File: src/hdl/iapc_pkg.sv
// Constants for the audio port configuration block: register map,
// field positions, masks, reset values and timing.
// Assumes a 50 MHz core clock; used by iapc_audio_port, not by iapc_fifo or iapc_sync.
`default_nettype none

package iapc_pkg;
	// Register offsets
	localparam logic [7:0] ADDR_OUT_CFG = 8'h44;
	localparam logic [7:0] ADDR_RX_MODE = 8'h4A;
	localparam logic [7:0] ADDR_TX_FMT = 8'h51;
	localparam logic [7:0] ADDR_IN_CFG = 8'h54;
	localparam logic [7:0] ADDR_TX_MODE = 8'h5A;
	// Writable bits; reserved bits read zero
	localparam logic [7:0] RX_MODE_MASK = 8'hA4;
	localparam logic [7:0] OUT_CFG_MASK = 8'h4F;
	localparam logic [7:0] IN_CFG_MASK = 8'hBF;
	localparam logic [7:0] TX_MODE_MASK = 8'hEF;
	localparam logic [7:0] TX_FMT_MASK = 8'h01;
	localparam logic [7:0] REG_RESET = 8'h00;
	// Field positions
	localparam int MASTER_BIT = 7;
	localparam int LEN_HI = 5;
	localparam int LEN_LO = 4;
	localparam int MUTE_BIT = 6;
	localparam int POL_BIT = 3;
	localparam int EDGE_BIT = 2;
	localparam int DELAY_BIT = 1;
	localparam int JUST_BIT = 0;
	localparam int RXM_PD_BIT = 7;
	localparam int RXM_RF_BIT = 5;
	localparam int RXM_SPDIF_BIT = 2;
	localparam int TXM_SPDIF_BIT = 2;
	localparam int TXM_MCLK_HI = 1;
	localparam int TXM_MCLK_LO = 0;
	localparam int FMT_COMPAND_BIT = 0;
	// Field codes
	localparam logic [1:0] LEN_16 = 2'h0;
	localparam logic [1:0] LEN_24 = 2'h2;
	localparam logic [1:0] MCLK_OFF = 2'h0;
	localparam logic [1:0] MCLK_48K = 2'h1;
	localparam logic [1:0] MCLK_44K = 2'h2;
	// Audio word layout
	localparam int SAMPLE_W = 24;
	localparam int FIFO_W = SAMPLE_W + 1;
	localparam int FIFO_DEPTH = 16;
	localparam logic [4:0] BITS_24 = 5'h18;
	localparam logic [4:0] BITS_16 = 5'h10;
	localparam logic [4:0] SLOT_LAST = 5'h1F;
	localparam logic [7:0] PAD_ZERO = 8'h00;
	// Timing, in picoseconds; half periods in core clock cycles
	localparam int CLK_PERIOD_PS = 20000;
	localparam int BCLK_PERIOD_PS = 160000;
	localparam int MCLK_48K_PERIOD_PS = 81380;
	localparam int MCLK_44K_PERIOD_PS = 88577;
	localparam int MCLK_32K_PERIOD_PS = 122070;
	localparam logic [3:0] BCLK_HALF_CYC = 4'(BCLK_PERIOD_PS / (2 * CLK_PERIOD_PS));
	localparam logic [3:0] MCLK_48K_HALF = 4'(MCLK_48K_PERIOD_PS / (2 * CLK_PERIOD_PS));
	localparam logic [3:0] MCLK_44K_HALF = 4'(MCLK_44K_PERIOD_PS / (2 * CLK_PERIOD_PS));
	localparam logic [3:0] MCLK_32K_HALF = 4'(MCLK_32K_PERIOD_PS / (2 * CLK_PERIOD_PS));

	typedef enum logic {OUT_IDLE, OUT_RUN} iapc_out_state_e;
endpackage

`default_nettype wire

File: src/hdl/iapc_audio_port.sv
// Audio port configuration and control: registers, I2S capture port,
// I2S playback port, master clock, link events.
// Assumes one core clock at 50 MHz; I2S input pins are asynchronous.
//
// How it works
// [RQ1] S/PDIF input forces master clock off
// [RQ2] Software sets clock field to expected rate
// [RQ3] Capture bit 7 clear: all pins inputs
// [RQ4] Capture bit 7 set: drive clock, select
// [RQ5] Decode length, polarity, delay, justification codes
// [RQ6] Capture data on rising bit clock only
// [RQ7] Receiver mode: power-down, radio, S/PDIF bits
// [RQ8] Playback polarity, delay, justification selectable
// [RQ9] Playback data valid edge per bit 2
// [RQ10] Receiver mode sent on link locate
// [RQ11] Playback config applies on link reconfigure
// [RQ12] Mute applies at once when received
// [RQ13] Mute zeroes samples instantly, no ramp
// [RQ14] Control channel reaches receiver registers remotely
// [RQ15] Transmit format applies on link reconfigure
// [RQ16] Software writes zero to reserved bits
`timescale 1ns/100ps
`default_nettype none

module iapc_audio_port (
	// Clock, reset, enable
	input wire logic core_clk_i,
	input wire logic rst_i,
	input wire logic ce_i,
	// Local register port
	input wire logic [7:0] reg_addr_i,
	input wire logic [7:0] reg_wdata_i,
	input wire logic reg_wr_i,
	input wire logic reg_rd_i,
	output logic [7:0] reg_rdata_o,
	// Radio control channel port
	input wire logic [7:0] ctl_addr_i,
	input wire logic [7:0] ctl_wdata_i,
	input wire logic ctl_wr_i,
	input wire logic ctl_rd_i,
	output logic [7:0] ctl_rdata_o,
	// Link events
	input wire logic link_reconfig_i,
	input wire logic link_locate_i,
	output logic rx_mode_xfer_valid_o,
	output logic [7:0] rx_mode_xfer_data_o,
	// Mode outputs
	output logic rx_power_down_o,
	output logic rf_enable_o,
	output logic spdif_out_en_o,
	output logic tx_compand_o,
	output logic mclk_o,
	// I2S capture pins
	input wire logic in_bclk_i,
	input wire logic in_ws_i,
	input wire logic in_sd_i,
	output logic in_bclk_o,
	output logic in_bclk_oe_o,
	output logic in_ws_o,
	output logic in_ws_oe_o,
	// I2S playback pins
	output logic out_bclk_o,
	output logic out_ws_o,
	output logic out_sd_o,
	// Buffer status
	output logic fifo_ready_o,
	output logic overrun_o
);
	////////////////////////////////////////////////////////////////////////
	// Registers
	logic [7:0] in_cfg_q, in_cfg_d, tx_mode_q, tx_mode_d, fmt_pend_q, fmt_pend_d;
	logic [7:0] fmt_act_q, fmt_act_d, rx_mode_q, rx_mode_d;
	logic [7:0] out_pend_q, out_pend_d, out_act_q, out_act_d;
	logic [7:0] rdata_q, rdata_d, crdata_q, crdata_d, xfer_q, xfer_d;
	logic xfer_v_q, xfer_v_d, ctl_ok, wr_en;
	logic [7:0] wr_addr, wr_data;
	localparam logic [7:0] REG_RESET_V = iapc_pkg::REG_RESET;

	function automatic logic [7:0] read_map(input logic [7:0] a, input logic remote,
		input logic [7:0] rxm, input logic [7:0] ocfg, input logic [7:0] icfg,
		input logic [7:0] txm, input logic [7:0] fmt);
		read_map = REG_RESET_V;
		case (a)
			iapc_pkg::ADDR_RX_MODE: read_map = rxm;
			iapc_pkg::ADDR_OUT_CFG: read_map = ocfg;
			iapc_pkg::ADDR_IN_CFG: read_map = remote ? REG_RESET_V : icfg;
			iapc_pkg::ADDR_TX_MODE: read_map = remote ? REG_RESET_V : txm;
			iapc_pkg::ADDR_TX_FMT: read_map = remote ? REG_RESET_V : fmt;
			default: read_map = REG_RESET_V;
		endcase
	endfunction

	always_comb begin
		in_cfg_d = in_cfg_q;
		tx_mode_d = tx_mode_q;
		fmt_pend_d = fmt_pend_q;
		fmt_act_d = fmt_act_q;
		rx_mode_d = rx_mode_q;
		out_pend_d = out_pend_q;
		out_act_d = out_act_q;
		// Only receiver registers are reachable remotely; local port wins
		ctl_ok = (ctl_addr_i == iapc_pkg::ADDR_RX_MODE) ||
			(ctl_addr_i == iapc_pkg::ADDR_OUT_CFG); // [RQ14]
		wr_en = reg_wr_i || (ctl_wr_i && ctl_ok);
		wr_addr = reg_wr_i ? reg_addr_i : ctl_addr_i;
		wr_data = reg_wr_i ? reg_wdata_i : ctl_wdata_i;
		if (wr_en) begin
			case (wr_addr)
				iapc_pkg::ADDR_IN_CFG: in_cfg_d = wr_data & iapc_pkg::IN_CFG_MASK; // [RQ5]
				iapc_pkg::ADDR_TX_MODE: tx_mode_d = wr_data & iapc_pkg::TX_MODE_MASK;
				iapc_pkg::ADDR_TX_FMT: fmt_pend_d = wr_data & iapc_pkg::TX_FMT_MASK;
				iapc_pkg::ADDR_RX_MODE: rx_mode_d = wr_data & iapc_pkg::RX_MODE_MASK; // [RQ7]
				iapc_pkg::ADDR_OUT_CFG: out_pend_d = wr_data & iapc_pkg::OUT_CFG_MASK; // [RQ8]
				default: ;
			endcase
		end
		out_act_d[iapc_pkg::MUTE_BIT] = out_pend_d[iapc_pkg::MUTE_BIT]; // [RQ12]
		if (link_reconfig_i) begin
			out_act_d = out_pend_d; // [RQ11]
			fmt_act_d = fmt_pend_d; // [RQ15]
		end
		rdata_d = reg_rd_i ? read_map(reg_addr_i, 1'b0, rx_mode_q, out_pend_q, in_cfg_q,
			tx_mode_q, fmt_pend_q) : rdata_q;
		crdata_d = ctl_rd_i ? read_map(ctl_addr_i, 1'b1, rx_mode_q, out_pend_q, in_cfg_q,
			tx_mode_q, fmt_pend_q) : crdata_q; // [RQ14]
		xfer_v_d = link_locate_i; // [RQ10]
		xfer_d = link_locate_i ? rx_mode_q : xfer_q;
	end

	always_ff @(posedge core_clk_i) begin
		if (rst_i) begin
			in_cfg_q <= iapc_pkg::REG_RESET;
			tx_mode_q <= iapc_pkg::REG_RESET;
			fmt_pend_q <= iapc_pkg::REG_RESET;
			fmt_act_q <= iapc_pkg::REG_RESET;
			rx_mode_q <= iapc_pkg::REG_RESET;
			out_pend_q <= iapc_pkg::REG_RESET;
			out_act_q <= iapc_pkg::REG_RESET;
			rdata_q <= iapc_pkg::REG_RESET;
			crdata_q <= iapc_pkg::REG_RESET;
			xfer_q <= iapc_pkg::REG_RESET;
			xfer_v_q <= 1'b0;
		end else if (ce_i) begin
			in_cfg_q <= in_cfg_d;
			tx_mode_q <= tx_mode_d;
			fmt_pend_q <= fmt_pend_d;
			fmt_act_q <= fmt_act_d;
			rx_mode_q <= rx_mode_d;
			out_pend_q <= out_pend_d;
			out_act_q <= out_act_d;
			rdata_q <= rdata_d;
			crdata_q <= crdata_d;
			xfer_q <= xfer_d;
			xfer_v_q <= xfer_v_d;
		end
	end

	////////////////////////////////////////////////////////////////////////
	// Master clock and shared bit-clock timebase
	logic [3:0] mc_cnt_q, mc_cnt_d, mc_half, hc_q, hc_d;
	logic mclk_q, mclk_d, mc_off, hc_wrap;
	logic [1:0] mc_rate;

	always_comb begin
		mc_rate = tx_mode_q[iapc_pkg::TXM_MCLK_HI:iapc_pkg::TXM_MCLK_LO];
		case (mc_rate)
			iapc_pkg::MCLK_48K: mc_half = iapc_pkg::MCLK_48K_HALF;
			iapc_pkg::MCLK_44K: mc_half = iapc_pkg::MCLK_44K_HALF;
			default: mc_half = iapc_pkg::MCLK_32K_HALF;
		endcase
		mc_off = tx_mode_q[iapc_pkg::TXM_SPDIF_BIT] || (mc_rate == iapc_pkg::MCLK_OFF); // [RQ1]
		mc_cnt_d = 4'(mc_cnt_q + 1'b1);
		mclk_d = mclk_q;
		if (mc_off) begin
			mc_cnt_d = '0;
			mclk_d = 1'b0; // [RQ1]
		end else if (mc_cnt_d >= mc_half) begin
			mc_cnt_d = '0;
			mclk_d = ~mclk_q;
		end
		hc_wrap = (hc_q == 4'(iapc_pkg::BCLK_HALF_CYC - 1'b1));
		hc_d = hc_wrap ? '0 : 4'(hc_q + 1'b1);
	end

	always_ff @(posedge core_clk_i) begin
		if (rst_i) begin
			mc_cnt_q <= '0;
			mclk_q <= 1'b0;
			hc_q <= '0;
		end else if (ce_i) begin
			mc_cnt_q <= mc_cnt_d;
			mclk_q <= mclk_d;
			hc_q <= hc_d;
		end
	end

	////////////////////////////////////////////////////////////////////////
	// I2S capture port
	logic [2:0] pin_lvl;
	logic in_master, ibclk_q, ibclk_d, iws_q, iws_d, bprev_q, bprev_d;
	logic bit_evt, ws_now, wsp_q, wsp_d, push_w, pws, len24, len_ok, ovr_q, ovr_d;
	logic [4:0] ipos_q, ipos_d, cnt_q, cnt_d, nbits;
	logic [23:0] sh_q, sh_d, shifted, pword;
	logic [1:0] len_code;
	logic fifo_in_ready, fifo_out_valid, pop_w, fready_q;
	logic [iapc_pkg::FIFO_W-1:0] fifo_in_data, fifo_out_data;

	iapc_sync #(.W(3)) u_sync (
		.core_clk_i(core_clk_i),
		.rst_i(rst_i),
		.ce_i(ce_i),
		.pin_i({in_bclk_i, in_ws_i, in_sd_i}),
		.level_o(pin_lvl)
	);

	always_comb begin
		in_master = in_cfg_q[iapc_pkg::MASTER_BIT];
		len_code = in_cfg_q[iapc_pkg::LEN_HI:iapc_pkg::LEN_LO];
		len24 = (len_code == iapc_pkg::LEN_24); // [RQ5]
		len_ok = len24 || (len_code == iapc_pkg::LEN_16);
		nbits = len24 ? iapc_pkg::BITS_24 : iapc_pkg::BITS_16;
		// Own clock and select follow the next mode; no stale clock in slave
		ibclk_d = 1'b0;
		iws_d = 1'b0;
		ipos_d = iapc_pkg::SLOT_LAST;
		if (in_cfg_d[iapc_pkg::MASTER_BIT]) begin // [RQ4]
			ibclk_d = hc_wrap ? ~ibclk_q : ibclk_q;
			iws_d = iws_q;
			ipos_d = ipos_q;
			if (hc_wrap && ibclk_q) begin
				ipos_d = 5'(ipos_q + 1'b1);
				if (ipos_q == iapc_pkg::SLOT_LAST)
					iws_d = ~iws_q;
			end
		end
		bprev_d = pin_lvl[2];
		// Sample on rising bit clock only; edge bit is ignored
		bit_evt = in_master ? (hc_wrap && !ibclk_q) : (pin_lvl[2] && !bprev_q); // [RQ6] [RQ3]
		ws_now = in_master ? iws_q : pin_lvl[1];
		shifted = {sh_q[22:0], pin_lvl[0]};
		sh_d = sh_q;
		cnt_d = cnt_q;
		wsp_d = wsp_q;
		push_w = 1'b0;
		pword = shifted;
		pws = ws_now;
		if (bit_evt) begin
			sh_d = shifted;
			wsp_d = ws_now;
			pws = wsp_q;
			if (ws_now != wsp_q) begin
				push_w = in_cfg_q[iapc_pkg::JUST_BIT];
				if (in_cfg_q[iapc_pkg::DELAY_BIT]) begin // [RQ5]
					pword = sh_q;
					cnt_d = 5'h01;
				end else begin
					cnt_d = '0;
				end
			end else begin
				pws = ws_now;
				cnt_d = (cnt_q == iapc_pkg::SLOT_LAST) ? cnt_q : 5'(cnt_q + 1'b1);
				push_w = !in_cfg_q[iapc_pkg::JUST_BIT] && (5'(cnt_q + 1'b1) == nbits);
			end
			push_w = push_w && len_ok; // [RQ5]
		end
		fifo_in_data = {pws == in_cfg_q[iapc_pkg::POL_BIT],
			len24 ? pword : {pword[15:0], iapc_pkg::PAD_ZERO}}; // [RQ5]
		ovr_d = ovr_q || (push_w && !fifo_in_ready);
	end

	always_ff @(posedge core_clk_i) begin
		if (rst_i) begin
			ibclk_q <= 1'b0;
			iws_q <= 1'b0;
			ipos_q <= iapc_pkg::SLOT_LAST;
			bprev_q <= 1'b0;
			sh_q <= '0;
			cnt_q <= '0;
			wsp_q <= 1'b0;
			ovr_q <= 1'b0;
			fready_q <= 1'b0;
		end else if (ce_i) begin
			ibclk_q <= ibclk_d;
			iws_q <= iws_d;
			ipos_q <= ipos_d;
			bprev_q <= bprev_d;
			sh_q <= sh_d;
			cnt_q <= cnt_d;
			wsp_q <= wsp_d;
			ovr_q <= ovr_d;
			fready_q <= fifo_in_ready;
		end
	end

	iapc_fifo #(.W(iapc_pkg::FIFO_W), .DEPTH(iapc_pkg::FIFO_DEPTH)) u_fifo (
		.core_clk_i(core_clk_i),
		.rst_i(rst_i),
		.ce_i(ce_i),
		.in_valid_i(push_w),
		.in_data_i(fifo_in_data),
		.in_ready_o(fifo_in_ready),
		.out_valid_o(fifo_out_valid),
		.out_data_o(fifo_out_data),
		.out_ready_i(pop_w)
	);

	////////////////////////////////////////////////////////////////////////
	// I2S playback port
	iapc_pkg::iapc_out_state_e ost_q, ost_d;
	logic obclk_q, obclk_d, ows_q, ows_d, osd_q, osd_d, ochl_q, ochl_d, launch;
	logic [4:0] opos_q, opos_d, oq;
	logic [23:0] oword_q, oword_d;
	logic [31:0] oslot;

	always_comb begin
		ost_d = ost_q;
		obclk_d = obclk_q;
		ows_d = ows_q;
		osd_d = osd_q;
		ochl_d = ochl_q;
		opos_d = opos_q;
		oword_d = oword_q;
		pop_w = 1'b0;
		oq = '0;
		oslot = '0;
		// Launch on the edge opposite the valid edge
		launch = hc_wrap && (obclk_q != out_act_q[iapc_pkg::EDGE_BIT]); // [RQ9]
		case (ost_q)
			iapc_pkg::OUT_IDLE: begin
				obclk_d = 1'b0;
				ows_d = 1'b0;
				osd_d = 1'b0;
				ochl_d = 1'b0;
				opos_d = iapc_pkg::SLOT_LAST;
				if (!rx_mode_q[iapc_pkg::RXM_PD_BIT] && hc_wrap)
					ost_d = iapc_pkg::OUT_RUN;
			end
			iapc_pkg::OUT_RUN: begin
				if (hc_wrap)
					obclk_d = ~obclk_q;
				if (launch) begin
					opos_d = 5'(opos_q + 1'b1);
					if (opos_d == '0)
						ochl_d = ~ochl_q;
					oq = out_act_q[iapc_pkg::DELAY_BIT] ? opos_d : 5'(opos_d - 1'b1); // [RQ8]
					if (oq == '0) begin
						pop_w = fifo_out_valid;
						oword_d = (fifo_out_valid && fifo_out_data[iapc_pkg::SAMPLE_W] == ochl_d) ?
							fifo_out_data[iapc_pkg::SAMPLE_W-1:0] : '0;
					end
					oslot = out_act_q[iapc_pkg::JUST_BIT] ? {iapc_pkg::PAD_ZERO, oword_d} :
						{oword_d, iapc_pkg::PAD_ZERO}; // [RQ8]
					osd_d = out_act_q[iapc_pkg::MUTE_BIT] ? 1'b0 : oslot[5'(iapc_pkg::SLOT_LAST - oq)]; // [RQ13]
					ows_d = ochl_d ? out_act_q[iapc_pkg::POL_BIT] : ~out_act_q[iapc_pkg::POL_BIT]; // [RQ8]
				end
				if (rx_mode_q[iapc_pkg::RXM_PD_BIT])
					ost_d = iapc_pkg::OUT_IDLE;
			end
			default: ost_d = iapc_pkg::OUT_IDLE;
		endcase
		// Mute clears the pin within a cycle, not at the next bit
		if (out_act_d[iapc_pkg::MUTE_BIT])
			osd_d = 1'b0; // [RQ13]
	end

	always_ff @(posedge core_clk_i) begin
		if (rst_i) begin
			ost_q <= iapc_pkg::OUT_IDLE;
			obclk_q <= 1'b0;
			ows_q <= 1'b0;
			osd_q <= 1'b0;
			ochl_q <= 1'b0;
			opos_q <= iapc_pkg::SLOT_LAST;
			oword_q <= '0;
		end else if (ce_i) begin
			ost_q <= ost_d;
			obclk_q <= obclk_d;
			ows_q <= ows_d;
			osd_q <= osd_d;
			ochl_q <= ochl_d;
			opos_q <= opos_d;
			oword_q <= oword_d;
		end
	end

	////////////////////////////////////////////////////////////////////////
	// Outputs
	assign reg_rdata_o = rdata_q;
	assign ctl_rdata_o = crdata_q;
	assign rx_mode_xfer_valid_o = xfer_v_q;
	assign rx_mode_xfer_data_o = xfer_q;
	assign rx_power_down_o = rx_mode_q[iapc_pkg::RXM_PD_BIT];
	assign rf_enable_o = rx_mode_q[iapc_pkg::RXM_RF_BIT];
	assign spdif_out_en_o = rx_mode_q[iapc_pkg::RXM_SPDIF_BIT];
	assign tx_compand_o = fmt_act_q[iapc_pkg::FMT_COMPAND_BIT];
	assign mclk_o = mclk_q;
	assign in_bclk_o = ibclk_q;
	assign in_ws_o = iws_q;
	assign in_bclk_oe_o = in_cfg_q[iapc_pkg::MASTER_BIT];
	assign in_ws_oe_o = in_cfg_q[iapc_pkg::MASTER_BIT];
	assign out_bclk_o = obclk_q;
	assign out_ws_o = ows_q;
	assign out_sd_o = osd_q;
	assign fifo_ready_o = fready_q;
	assign overrun_o = ovr_q;
endmodule // iapc_audio_port

`default_nettype wire

File: src/hdl/iapc_fifo.sv
// Flip-flop FIFO with valid/ready on both sides.
// Same clock on both sides; ce freezes all state.
`timescale 1ns/100ps
`default_nettype none

module iapc_fifo #(
	parameter int W = 25,
	parameter int DEPTH = 16
) (
	// Clock and control
	input wire logic core_clk_i,
	input wire logic rst_i,
	input wire logic ce_i,
	// Fill side
	input wire logic in_valid_i,
	input wire logic [W-1:0] in_data_i,
	output logic in_ready_o,
	// Drain side
	output logic out_valid_o,
	output logic [W-1:0] out_data_o,
	input wire logic out_ready_i
);
	localparam int AW = $clog2(DEPTH);
	localparam logic [AW:0] FULL_CNT = (AW + 1)'(DEPTH);

	logic [W-1:0] mem_q [DEPTH];
	logic [AW-1:0] wp_q, wp_d, rp_q, rp_d;
	logic [AW:0] cnt_q, cnt_d;
	logic push, pop;

	assign in_ready_o = (cnt_q != FULL_CNT);
	assign out_valid_o = (cnt_q != '0);
	assign out_data_o = mem_q[rp_q];

	always_comb begin
		push = in_valid_i && in_ready_o;
		pop = out_valid_o && out_ready_i;
		wp_d = push ? AW'(wp_q + 1'b1) : wp_q;
		rp_d = pop ? AW'(rp_q + 1'b1) : rp_q;
		cnt_d = cnt_q;
		if (push && !pop)
			cnt_d = (AW + 1)'(cnt_q + 1'b1);
		else if (pop && !push)
			cnt_d = (AW + 1)'(cnt_q - 1'b1);
	end

	always_ff @(posedge core_clk_i) begin
		if (rst_i) begin
			wp_q <= '0;
			rp_q <= '0;
			cnt_q <= '0;
		end else if (ce_i) begin
			wp_q <= wp_d;
			rp_q <= rp_d;
			cnt_q <= cnt_d;
			if (push)
				mem_q[wp_q] <= in_data_i;
		end
	end
endmodule // iapc_fifo

`default_nettype wire

File: src/hdl/iapc_sync.sv
// Three-stage pin synchroniser, one stage chain per bit.
// Output follows once the second and third stages agree.
`timescale 1ns/100ps
`default_nettype none

module iapc_sync #(
	parameter int W = 3
) (
	// Clock and control
	input wire logic core_clk_i,
	input wire logic rst_i,
	input wire logic ce_i,
	// Pins in, clean levels out
	input wire logic [W-1:0] pin_i,
	output logic [W-1:0] level_o
);
	genvar gi;
	generate
		for (gi = 0; gi < W; gi++) begin : g_bit
			logic s1_q, s2_q, s3_q, lvl_q, lvl_d;
			always_comb begin
				lvl_d = (s2_q == s3_q) ? s3_q : lvl_q;
			end
			always_ff @(posedge core_clk_i) begin
				if (rst_i) begin
					s1_q <= 1'b0;
					s2_q <= 1'b0;
					s3_q <= 1'b0;
					lvl_q <= 1'b0;
				end else if (ce_i) begin
					s1_q <= pin_i[gi];
					s2_q <= s1_q;
					s3_q <= s2_q;
					lvl_q <= lvl_d;
				end
			end
			assign level_o[gi] = lvl_q;
		end
	endgenerate
endmodule // iapc_sync

`default_nettype wire

File: config.mk
export PLATFORM = sky130hd
export DESIGN_NAME = iapc_audio_port
export DESIGN_NICKNAME = d
export VERILOG_FILES = /design/src/hdl/iapc_pkg.sv /design/src/hdl/iapc_audio_port.sv /design/src/hdl/iapc_fifo.sv /design/src/hdl/iapc_sync.sv
export SDC_FILE = /design/constraint.sdc
export NUM_CORES = 1
export LEC_CHECK = 0
export ABC_AREA = 1
export BUFFER_PORTS_ARGS = -buffer_cell sky130_fd_sc_hd__clkbuf_2
export CORE_AREA = 2 2 279 281
export CTS_CLUSTER_SIZE = 12
export DETAILED_ROUTE_END_ITERATION = 7
export DIE_AREA = 0 0 281 283
export GPL_ROUTABILITY_DRIVEN = 1
export HOLD_SLACK_MARGIN = 0.15
export PLACE_DENSITY = 0.49
export SLEW_MARGIN = 20
export SYNTH_ARGS = -nofsm -noshare
export SYNTH_HDL_FRONTEND = slang
export SYNTH_HIERARCHICAL = 1
export SYNTH_SLANG_ARGS = --single-unit
File: constraint.sdc
create_clock -name core_clk_i -period 16.45 [get_ports core_clk_i]
set_clock_uncertainty 0.2 [all_clocks]
set_input_delay 0.8225 -clock core_clk_i [delete_from_list [all_inputs] [get_ports core_clk_i]]
set_output_delay 0.8225 -clock core_clk_i [all_outputs]
set_load 0.01 [all_outputs]
==> metrics.cfg <==
[synthesis]
ys_seq_area_share_pct=59.0
synthesis.instances=2889
synthArstFlopShare_pct=0
yosysWarnings=6
synth_area_um2=25800
synth-seq-cells=559
synth_top_area_cell=edfxtp_1
yosys.cell_count.top_type=nand2_1
synth-main-ff-cell=edfxtp_1
synth_area_leaders=edfxtp_1 (47%), dfxtp_1 (12%), nand2_1 (12%)
synth_edf_count=400
synth_top_area_share_pct=46.6
synthTopCellsByCount=nand2_1 (805), inv_1 (466), nand3_1 (414)
syn_area_per_cell_um2=8.92
synth_cell_type_count=50

[cts]
clkSinkCount=559
cts.path.max_buffers=3
cts_tree=built
cts-root-buf=clkbuf_16
clk_latency_ns=0.60
cts_resized=0
cts_buffers=66
ctsHoldBuffers=0
htree_num_levels=3
post-cts-setup-buffer-count=0
clk_pin_slew_ns=0.06

[place]
placed_cell_area_um2=27300
io_buffers=76
place_congestion=0.857
dp_hpwl_um=44400
dp_slack_ns=11.66

[power_and_ir_drop]
leakage_nw=12.5
power_frac_clock_pct=46.8
pwr-share-seq_pct=50.8
intPower_mw=2.32
peakVddDrop_mv=0.0755
p_total_mw=2.95
switching_share_pct=21.3
cellPowerDensity_nw_per_um2=101
combPwrFrac_pct=2.3
netSwitchingPower_mw=0.629

[worst_hold_path]
hold_class=input port to flip-flop
min_from=in_bclk_i

[timing]
timing.final.crit_share_pct=29.5
setup_slack_ns=11.60
rsz0062_at_grt=no
timing.fmax_mhz=206
max-slew-margin-rel_pct=27.9
drv_slew=0
hold_viol=0
worstMarginPinSlew_ns=1.06
period_needed_ns=4.85
finalSetupViolCount=0
whs_ns=0.263
fin_setup_tns_ns=0

[global_route]
grt_pass1_vias=18900
grt_usage_pct=18.0
grt_antenna_before_repair=3
grt_pass1_wl_um=111000
grt_max_degree=84
grt-ovfl-total=0

[run]
maxCapViolCount=0

[routing]
antenna_left=0
vias_per_cell=4.83
drtIter0Drc=1472
vias=19500
firstDrtPassIters=6
drc=0
wire_per_inst_um=17.7
drt-total-wl_um=71200

[die]
design.die.area_um2=79500
placementRows=102
die_w_um=281
core_um2=76700
die_h_um=283
io_pins=83
start_util_pct=33.6

[final_layout]
layout.nets=3010
postLayoutCellArea_um2=29300
areaGrowthSynthToFinish_pct=13.8
drive_above_1_share_pct=10.0

[worst_setup_path]
critPathMaxFanout=83
start_kind=flip-flop
crit_path_end_kind=flip-flop
crit_type=flip-flop to flip-flop
crit_arrival_ns=5.17
worstPathRequired_ns=16.77

[outcome]
status=completed

[worst max-delay path, stage by stage, from the launching register on]
cell and delay, ns:
dfxtp_4 0.68, buf_4 0.77, buf_4 0.87, nand2_1 0.12, nand3_1 0.12, nand3_1 0.11
nand3_1 0.12, nand2_1 0.11, inv_1 0.07, nand3_1 0.08, nand2_2 0.38, nand3_1 0.18
nand3_1 0.11, nand2_1 0.08, nand2_1 0.06, nand3_1 0.08, a21oi_1 0.16, nor2_1 0.06
nor2_1 0.10, nand2_1 0.09, a21oi_2 0.11
[layout by cell type, fill, tap and decap left out, types with 11 or more instances in the layout]
cell | Yosys | final
a21oi_1 | 87 | 85
a21oi_2 | 10 | 12
buf_4 | 24 | 50
clkbuf_1 | 44 | 12
clkbuf_16 | 0 | 68
clkbuf_2 | 0 | 76
clkinv_1 | 1 | 11
clkinv_2 | 0 | 13
dfxtp_1 | 159 | 156
edfxtp_1 | 400 | 400
ha_1 | 20 | 20
inv_1 | 466 | 464
mux2i_1 | 20 | 12
nand2_1 | 805 | 805
nand3_1 | 414 | 414
nand4_1 | 26 | 26
nor2_1 | 104 | 98
nor3_2 | 1 | 17
o211ai_1 | 27 | 27
o21ai_0 | 101 | 100
[stage by stage]
step / utilization (%) / cells
4_1_cts: 38.2 / 4030
3_3_place_gp: 35.5 / 3916
6_report: 38.2 / 4032
3_5_place_dp: 35.5 / 3916
5_1_grt: 38.2 / 4031
2_1_floorplan: - / 2894
[per-layer routing]
| layer | global-route usage, % | up-vias | routed length, µm |
|---|---|---|---|
| met3 | 2.37 | 94 | 3410 |
| met5 | 0 | - | 0 |
| met1 | 25.2 | 9380 | 33100 |
| met4 | 5.82 | 0 | 2130 |
| met2 | 28.7 | 483 | 32600 |
| li1 | - | 9525 | - |
[kinds of logic after synthesis]
kind of cell             count (synthesis)  synth area share, %
AND/OR/NAND/NOR                       1406                 23.4
buffers and inverters                  617                 9.78
flip-flops                             559                 59.0
AO/OA/AOI/OAI                          254                 5.62
adder cells (fa/ha/maj)                 21                 1.05
multiplexers                            20                0.777
XOR/XNOR                                11                0.374
other                                    1               0.0146
[path summary, 6_finish.rpt]
check             slack, ns                   end  depth (start not counted)
setup reg to reg      11.60              out_sd_o                         20
setup / recovery      11.60              out_sd_o                         20
hold / removal         0.26  u_sync/g_bit[2].s1_q                          3
hold reg to reg        0.27           in_cfg_q[2]                          2
[flip-flops by register name (all words and copies together), names as in the netlist, 3 cells and up, named ones only]
register / flops
u_sync/g_bit.s2_q: 3
u_sync/g_bit.lvl_q: 3
in_cfg_q: 7
opos_q: 5
mc_cnt_q: 4
sh_q: 24
cnt_q: 5
u_fifo/wp_q: 4
out_act_q: 5
hc_q: 4
out_pend_q: 4
tx_mode_q: 7
rx_mode_xfer_data_o: 3
oword_q: 24
u_fifo/cnt_q: 5
ctl_rdata_o: 7
reg_rdata_o: 8
u_sync/g_bit.s1_q: 3
u_fifo/mem_q: 400
u_sync/g_bit.s3_q: 3
u_fifo/rp_q: 4
rx_mode_q: 3
ipos_q: 5
[layout make-up]
class                   instances  area [µm²]
multi-input cells            1718        8220
fillers                      7763       47400
inverters                     473        1780
clock inverters                29         206
diodes                          1        2.50
clock buffers                  85        1810
repair buffers                127         783
flip-flops and latches        559       15200
well taps                    1040        1300
[power groups by stage]
stage | sequential, mW | clock [mW] | combinational [mW]
floorplan | 1.53 | 0 | 0.0468
global placement | 1.53 | 0 | 0.0676
detailed placement | 1.53 | 0 | 0.0689
CTS | 1.50 | 1.42 | 0.0692
global route | 1.50 | 1.47 | 0.0775
finish | 1.50 | 1.38 | 0.0687
No activity file was read; power rests on OpenSTA's default activity.
